<file path="src/include/stam_pkg.sv">
// Package with register map, fields and resets of the sync/alarm slice
package stam_pkg;
  localparam logic [6:0] OFS_ALIGN_CTRL = 7'h5b;
  localparam logic [6:0] OFS_TIMER_LOW = 7'h5c;
  localparam logic [6:0] OFS_TIMER_HIGH = 7'h5d;
  localparam logic [6:0] OFS_TIMER_MISC = 7'h5e;
  localparam logic [6:0] OFS_EXT_OSC_CTRL = 7'h64;
  localparam logic [6:0] OFS_DELAY_COMMON = 7'h65;
  localparam logic [6:0] OFS_FIRST_MASK = 7'h70;
  localparam logic [6:0] OFS_GENERAL_MASK = 7'h71;
  localparam logic [6:0] OFS_PART_ID_LOW = 7'h78;
  localparam logic [6:0] OFS_PART_ID_MID = 7'h79;
  localparam logic [6:0] OFS_PART_ID_HIGH = 7'h7a;
  localparam logic [6:0] OFS_ALARM_READBACK = 7'h7b;
  localparam int BIT_RETIME = 2;
  localparam int BIT_RESEED_LOOP2 = 1;
  localparam int BIT_POLARITY = 0;
  localparam int BIT_DIV2 = 1;
  localparam int BIT_LOW_FREQ = 0;
  localparam int BIT_LOW_POWER = 0;
  localparam int TIMER_W = 12;
  localparam int TIMER_HIGH_W = 4;
  localparam logic [7:0] RESET_REG = 8'h00;
  localparam logic [TIMER_W-1:0] RESET_TIMER = 12'h000;
  // Arbitrary neutral identifier value
  localparam logic [23:0] PART_ID_DEFAULT = 24'h00_0000;
endpackage

</file>
<file path="src/hw/stam_regs.sv">
// Sync, master timer, oscillator, delay and alarm mask register slice
// What this block does
// Bit 2 selects retime through reference zero
// Bit 1 routes reseed through second loop
// Bit 0 picks request edge polarity
// Twelve-bit timer setpoint across two registers
// Setpoint sets master timer beat period
// Software keeps beat slow and submultiple
// Oscillator divide-by-two and low-frequency bias bits
// Bit 0 selects low-power analog delay
// First-loop status masks on bits 7:4
// Per-input loss-of-signal masks bits 3:0
// General masks for five alarm sources
// Read-only 24-bit part identifier
// Readback bit 0 shows combined alarm
// Sync request when second loop locked or disabled, unsynced
// Near lock at one sixteenth limit
// Alarm is OR of masked sources
// Reserved bits store but do nothing
`timescale 1ns/1ps
module stam_regs
  import stam_pkg::*;
#(
  parameter logic [23:0] PART_ID = PART_ID_DEFAULT
) (
  input wire logic clk_sys,
  input wire logic rst,
  input wire logic wr_en,
  input wire logic rd_en,
  input wire logic [6:0] addr,
  input wire logic [7:0] wr_data,
  input wire logic align_req,
  input wire logic ref_zero_clk_tick,
  input wire logic first_loop_count_hit,
  input wire logic first_loop_acquiring,
  input wire logic first_loop_locked,
  input wire logic first_loop_holdover,
  input wire logic [3:0] input_los,
  input wire logic second_loop_locked,
  input wire logic second_loop_disabled,
  input wire logic outputs_synced,
  input wire logic output_phase_status,
  input wire logic sysref_sync_status,
  output logic [7:0] rd_data,
  output logic align_event,
  output logic reseed_via_second_loop,
  output logic master_beat,
  output logic oscillator_div2,
  output logic oscillator_low_freq,
  output logic delay_low_power,
  output logic alarm
);
  typedef struct packed {
    logic [7:0] align_ctrl;
    logic [TIMER_W-1:0] timer;
    logic [3:0] timer_hi_rsvd;
    logic [7:0] timer_misc;
    logic [7:0] ext_osc;
    logic [7:0] delay_common;
    logic [7:0] first_mask;
    logic [7:0] general_mask;
    logic [1:0] req_sync;
    logic [1:0] st_sync;
    logic req_prev;
    logic req_held;
    logic [TIMER_W-1:0] beat_cnt;
    logic [7:0] rd_data;
    logic align_event;
    logic master_beat;
    logic alarm;
  } stam_state_s;

  stam_state_s q;
  stam_state_s d;
  logic [11:0] src_sync;
  logic [11:0] src_raw;
  logic [7:0] first_src;
  logic [4:0] gen_src;
  logic req_lvl;
  logic req_edge;
  logic next_alarm;

  // Status inputs come from other clock domains: two flops each
  assign src_raw = {first_loop_count_hit, first_loop_acquiring,
                    first_loop_locked, first_loop_holdover, input_los,
                    second_loop_locked, second_loop_disabled,
                    outputs_synced, output_phase_status};
  logic [11:0] src_meta;
  always_ff @(posedge clk_sys) begin
    if (rst) begin
      src_meta <= 12'h000;
      src_sync <= 12'h000;
    end else begin
      src_meta <= src_raw;
      src_sync <= src_meta;
    end
  end
  logic sync_stat_meta;
  logic sync_stat;
  always_ff @(posedge clk_sys) begin
    if (rst) begin
      sync_stat_meta <= 1'b0;
      sync_stat <= 1'b0;
    end else begin
      sync_stat_meta <= sysref_sync_status;
      sync_stat <= sync_stat_meta;
    end
  end

  always_comb begin
    // Near lock comes from the 1/16 counter compare in the loop
    first_src = {src_sync[11:4]};
    gen_src[4] = (src_sync[3] | src_sync[2]) & ~src_sync[1];
    gen_src[3] = src_sync[9] & src_sync[3];
    gen_src[2] = src_sync[0];
    gen_src[1] = sync_stat;
    gen_src[0] = src_sync[3];
    next_alarm = |(first_src & q.first_mask)
      | |(gen_src & q.general_mask[4:0]);
  end

  always_comb begin
    d = q;
    req_lvl = q.req_sync[1];
    // Edge taken on the synchronized level: a polarity write makes no false edge
    req_edge = q.align_ctrl[BIT_POLARITY] ? (~req_lvl & q.req_prev)
      : (req_lvl & ~q.req_prev);
    d.req_sync = {q.req_sync[0], align_req};
    d.req_prev = req_lvl;
    d.align_event = 1'b0;
    if (q.align_ctrl[BIT_RETIME]) begin
      // Retime: hold the edge until the next reference zero tick
      if (req_edge)
        d.req_held = 1'b1;
      if ((q.req_held | req_edge) && q.st_sync[1]) begin
        d.align_event = 1'b1;
        d.req_held = 1'b0;
      end
    end else begin
      d.req_held = 1'b0;
      d.align_event = req_edge;
    end
    d.st_sync = {q.st_sync[0], ref_zero_clk_tick};
    // Beat period is setpoint+1 cycles; zero gives a beat every cycle
    d.master_beat = 1'b0;
    if (q.beat_cnt >= q.timer) begin
      d.beat_cnt = '0;
      d.master_beat = 1'b1;
    end else begin
      d.beat_cnt = q.beat_cnt + 12'h001;
    end
    if (wr_en) begin
      unique case (addr)
        OFS_ALIGN_CTRL: d.align_ctrl = wr_data;
        OFS_TIMER_LOW: d.timer[7:0] = wr_data;
        OFS_TIMER_HIGH: begin
          d.timer[TIMER_W-1:8] = wr_data[TIMER_HIGH_W-1:0];
          d.timer_hi_rsvd = wr_data[7:4];
        end
        OFS_TIMER_MISC: d.timer_misc = wr_data;
        OFS_EXT_OSC_CTRL: d.ext_osc = wr_data;
        OFS_DELAY_COMMON: d.delay_common = wr_data;
        OFS_FIRST_MASK: d.first_mask = wr_data;
        OFS_GENERAL_MASK: d.general_mask = wr_data;
        default: ;
      endcase
    end
    d.rd_data = q.rd_data;
    if (rd_en) begin
      unique case (addr)
        OFS_ALIGN_CTRL: d.rd_data = q.align_ctrl;
        OFS_TIMER_LOW: d.rd_data = q.timer[7:0];
        OFS_TIMER_HIGH: d.rd_data = {q.timer_hi_rsvd, q.timer[11:8]};
        OFS_TIMER_MISC: d.rd_data = q.timer_misc;
        OFS_EXT_OSC_CTRL: d.rd_data = q.ext_osc;
        OFS_DELAY_COMMON: d.rd_data = q.delay_common;
        OFS_FIRST_MASK: d.rd_data = q.first_mask;
        OFS_GENERAL_MASK: d.rd_data = q.general_mask;
        OFS_PART_ID_LOW: d.rd_data = PART_ID[7:0];
        OFS_PART_ID_MID: d.rd_data = PART_ID[15:8];
        OFS_PART_ID_HIGH: d.rd_data = PART_ID[23:16];
        OFS_ALARM_READBACK: d.rd_data = {7'h00, q.alarm};
        default: d.rd_data = 8'h00;
      endcase
    end
    d.alarm = next_alarm;
  end

  always_ff @(posedge clk_sys) begin
    if (rst) begin
      q <= '0;
    end else begin
      q <= d;
    end
  end

  logic div2_q;
  logic lowf_q;
  logic lowp_q;
  logic reseed_q;
  always_ff @(posedge clk_sys) begin
    if (rst) begin
      div2_q <= 1'b0;
      lowf_q <= 1'b0;
      lowp_q <= 1'b0;
      reseed_q <= 1'b0;
    end else begin
      div2_q <= d.ext_osc[BIT_DIV2];
      lowf_q <= d.ext_osc[BIT_LOW_FREQ];
      // Low-power delay is not glitch-free between setpoints
      lowp_q <= d.delay_common[BIT_LOW_POWER];
      reseed_q <= d.align_ctrl[BIT_RESEED_LOOP2];
    end
  end

  assign rd_data = q.rd_data;
  assign align_event = q.align_event;
  assign master_beat = q.master_beat;
  assign alarm = q.alarm;
  assign oscillator_div2 = div2_q;
  assign oscillator_low_freq = lowf_q;
  assign delay_low_power = lowp_q;
  assign reseed_via_second_loop = reseed_q;
endmodule // stam_regs

</file>
<file path="config.mk">
export PLATFORM = sky130hd
export DESIGN_NAME = stam_regs
export DESIGN_NICKNAME = d
export VERILOG_FILES = /design/src/include/stam_pkg.sv /design/src/hw/stam_regs.sv
export SDC_FILE = /design/constraint.sdc
export NUM_CORES = 1
export LEC_CHECK = 0
export BUFFER_PORTS_ARGS = -buffer_cell sky130_fd_sc_hd__buf_2
export CAP_MARGIN = 20
export CORE_MARGIN = 10
export CORE_UTILIZATION = 30
export DETAILED_ROUTE_END_ITERATION = 12
export SLEW_MARGIN = 10
export SYNTH_ARGS = -nofsm -noshare
export SYNTH_HDL_FRONTEND = slang
export SYNTH_SLANG_ARGS = --single-unit
</file>
<file path="constraint.sdc">
create_clock -name clk_sys -period 2 [get_ports clk_sys]
set_input_delay 0.1 -clock clk_sys [delete_from_list [all_inputs] [get_ports clk_sys]]
set_output_delay 0.1 -clock clk_sys [all_outputs]
set_load 0.01 [all_outputs]
</file>
==> impl_metrics.json <==
{
  "clock_skew_ns": 0.0105,
  "worstReg2RegEnd": "q[15]$_SDFF_PP0_",
  "synthArstFlopShare_pct": 0,
  "synth_fa_ha_area_share_pct": 3.09,
  "die_h_um": 152,
  "ys.flop_type": "dfxtp_1",
  "clock_latency_ns": 0.42,
  "tritoncts": "yes",
  "multi_input_area_um2": 2590,
  "n_antenna_cell": 0,
  "setup_violations": 0,
  "path_buf_inv": 2,
  "crit_type": "flop to flop",
  "drtPass1Iterations": 5,
  "ff2ff_path_depth": 8,
  "cap_violations": 0,
  "synth.area.top_cells": "dfxtp_1 45%, mux2i_1 12%, nor2_1 5.6%",
  "synth.largest_area_cell": "dfxtp_1",
  "dp_hpwl_um": 10800,
  "max-vdd-ir-drop_mv": 0.586,
  "hold_viol_final": 0,
  "wire_per_inst_um": 17.3,
  "power.density_nw_per_um2": 885,
  "routabilityCongestion": 0.904,
  "slowest_delay_ns": 0.40,
  "grt_pass1_vias": 4207,
  "yosysMostFrequentCell": "dfxtp_1",
  "vias_per_cell": 4.92,
  "hold_depth": 3,
  "dieArea_um2": 23200,
  "r2r-start": "q[11]$_SDFF_PP0_",
  "worst_setup_path_start_kind": "flop",
  "numCtsBuffers": 17,
  "synth.mux.area_fraction_pct": 12.9,
  "synthXorXnorAreaFrac_pct": 1.67,
  "cts_root_buf": "clkbuf_16",
  "finalNetCount": 657,
  "required_ns": 2.35,
  "avgSynthCellArea_um2": 9.53,
  "yosys_warnings": 0,
  "fin_tns_setup_ns": 0,
  "antenna_found_initial": 0,
  "period_share_pct": 93.1,
  "leakagePower_nw": 2.71,
  "drt-initial-drc-count": 269,
  "tightest_slew_ns": 0.452,
  "outcome": "finished, final reports clean",
  "hold_end": "q[67]$_SDFFE_PP0P_",
  "synth_commonest_cells": "119 x dfxtp_1, 79 x nor2_1, 62 x mux2i_1",
  "syn_area_um2": 5260,
  "rrSetupSlack_ns": 0.14,
  "die_w_um": 152,
  "dr_total_vias": 4170,
  "clock_path_buffers": 2,
  "grt_pass1_wl_um": 23300,
  "crit_slowest_cell": "dfxtp_1",
  "ys_seq_area_share_pct": 45.3,
  "area_growth_pct": 22.6,
  "postCtsSetupBuffers": 0,
  "rows": 48,
  "ff_latch_area_um2": 2380,
  "netlist-cell-type-count": 62,
  "min_path_type": "primary input to flop",
  "track_usage_pct": 12.6,
  "synth_top_family_by_area": "simple AND/OR/NAND/NOR gates",
  "clk_pin_slew_ns": 0.06,
  "drive_above_1_share_pct": 18.9,
  "synth_compound_area_share_pct": 11.3,
  "io_buffers": 48,
  "worstPathCellList": "inv_1 -> ha_1 -> nand2b_1 -> a21o_1 -> a211oi_1 -> o211ai_1 -> buf_4 -> nor2_1",
  "synth_edf_count": 0,
  "fmax_ghz": 0.537,
  "path_max_fanout": 12,
  "wirelength_um": 14700,
  "drv_slew": 0,
  "ant_nets": 0,
  "h-tree-depth": 4,
  "detail_route.drc_violations": 0,
  "fp.coreArea_um2": 17200,
  "hp-start": "wr_data[6]",
  "end_kind": "flop",
  "syn-num-nets": 599,
  "nFillCells": 1730,
  "grt_overflow": 0,
  "initial_utilization_pct": 30.5,
  "period_minus_slack_ns": 1.86,
  "synth-simple-area-share_pct": 20.1,
  "rsz0062_at_grt": "false",
  "clock_sinks": 119,
  "instances_no_fill": 848,
  "arrival_ns": 2.21,
  "crit_family": "compound AO/OA/AOI/OAI gates",
  "syn-instance-count": 552,
  "place_inst": 801,
  "slew_headroom_pct": 69.9,
  "yosysTopAreaCellShare_pct": 45.3,
  "io_pins": 49,
  "ys_ff_latch": 119,
  "grt_max_degree": 43
}
==> cell families after synthesis <==
family,count (synthesis)
XOR/XNOR,10
AND/OR/NAND/NOR,203
adder cells (fa/ha/maj),13
buffers and inverters,62
AO/OA/AOI/OAI,78
flip-flops,119
multiplexers,67
==> routing by layer <==
metal	part of all wire, %	track usage (%)
met1	44	15.0
met2	50	21.5
met3	4.6	3.67
met4	0.97	3.45
met5	0	0
==> stage by stage <==
step	instance area (um^2)	util [%]	total power, W	setup slack [ns]	hold WS (ns)
2_1_floorplan	5260	-	0.00260	0.187	0.221
3_3_place_gp	5700	33.1	0.00270	0.162	0.307
3_5_place_dp	5700	33.1	0.00270	0.0849	0.313
4_1_cts	6440	37.4	0.00576	0.0820	0.00944
5_1_grt	6450	37.4	0.00591	0.00359	0.0141
6_report	6450	37.4	0.00571	0.138	0.0280
==> worst max path at each step <==
stage,end,from,cells past startpoint,slack [ns]
2_1_floorplan,q[14]$_SDFF_PP0_,q[82]$_SDFFE_PP0P_,8,0.19
3_5_place_dp,q[13]$_SDFF_PP0_,q[82]$_SDFFE_PP0P_,8,0.08
5_1_grt,q[13]$_SDFF_PP0_,q[82]$_SDFFE_PP0P_,8,0.004
3_3_place_gp,q[20]$_SDFF_PP0_,q[82]$_SDFFE_PP0P_,8,0.16
4_1_cts,q[15]$_SDFF_PP0_,q[82]$_SDFFE_PP0P_,8,0.08
6_report,q[15]$_SDFF_PP0_,q[11]$_SDFF_PP0_,8,0.14
==> layout make-up <==
type / instances / share of cell area [%]
multi-input cells: 371 / 40.2
flip-flops and latches: 119 / 37.0
repair buffers: 78 / 8.03
clock buffers: 18 / 6.81
well taps: 225 / 4.37
clock inverters: 14 / 2.31
inverters: 23 / 1.34
==> worst register-to-register path: stages, from the launching register on <==
cell      delay (ns)
dfxtp_1         0.40
inv_1           0.06
ha_1            0.28
nand2b_1        0.14
a21o_1          0.17
a211oi_1        0.29
o211ai_1        0.14
buf_4           0.20
nor2_1          0.12
==> sequential cells by signal (all words and copies together), names as in the netlist <==
register,count
alarm,1
align_event,1
d,3
master_beat,1
q,79
rd_data,8
src_meta,12
src_sync,12
sync_stat,1
sync_stat_meta,1
==> layout by cell type (no fill, tap or decap), types with 4 or more instances in the layout <==
cell type / Yosys / routed
and3_1: 8 / 8
mux2_2: 5 / 5
ha_1: 13 / 13
a221oi_1: 6 / 5
mux2i_1: 62 / 62
nand3b_1: 7 / 7
dfxtp_1: 119 / 118
clkbuf_16: 0 / 17
buf_2: 6 / 47
nor2b_1: 36 / 36
nand3_1: 10 / 10
a21o_1: 5 / 5
a21oi_1: 18 / 18
xor2_1: 7 / 7
inv_6: 0 / 8
o32ai_1: 4 / 4
nand2_1: 34 / 34
inv_1: 23 / 23
nor2_1: 79 / 79
nand2b_1: 6 / 6
o21ai_0: 4 / 4
buf_4: 9 / 15
dlygate4sd3_1: 0 / 15
a22o_1: 4 / 4
a22oi_1: 10 / 10
==> where the power goes <==
part / switching (W) / internal (W)
Clock: 0.00124 / 0.00180
Sequential: 0.0000104 / 0.00240
Combinational: 0.000160 / 0.0000993
==> timing repair <==
item | CTS | global route
hold endpoints to repair | 15 | 0
hold buffers | 15 | 0
setup endpoints to repair | 0 | 12
resized for setup | 0 | 2
(Power assumes the default switching activity.)
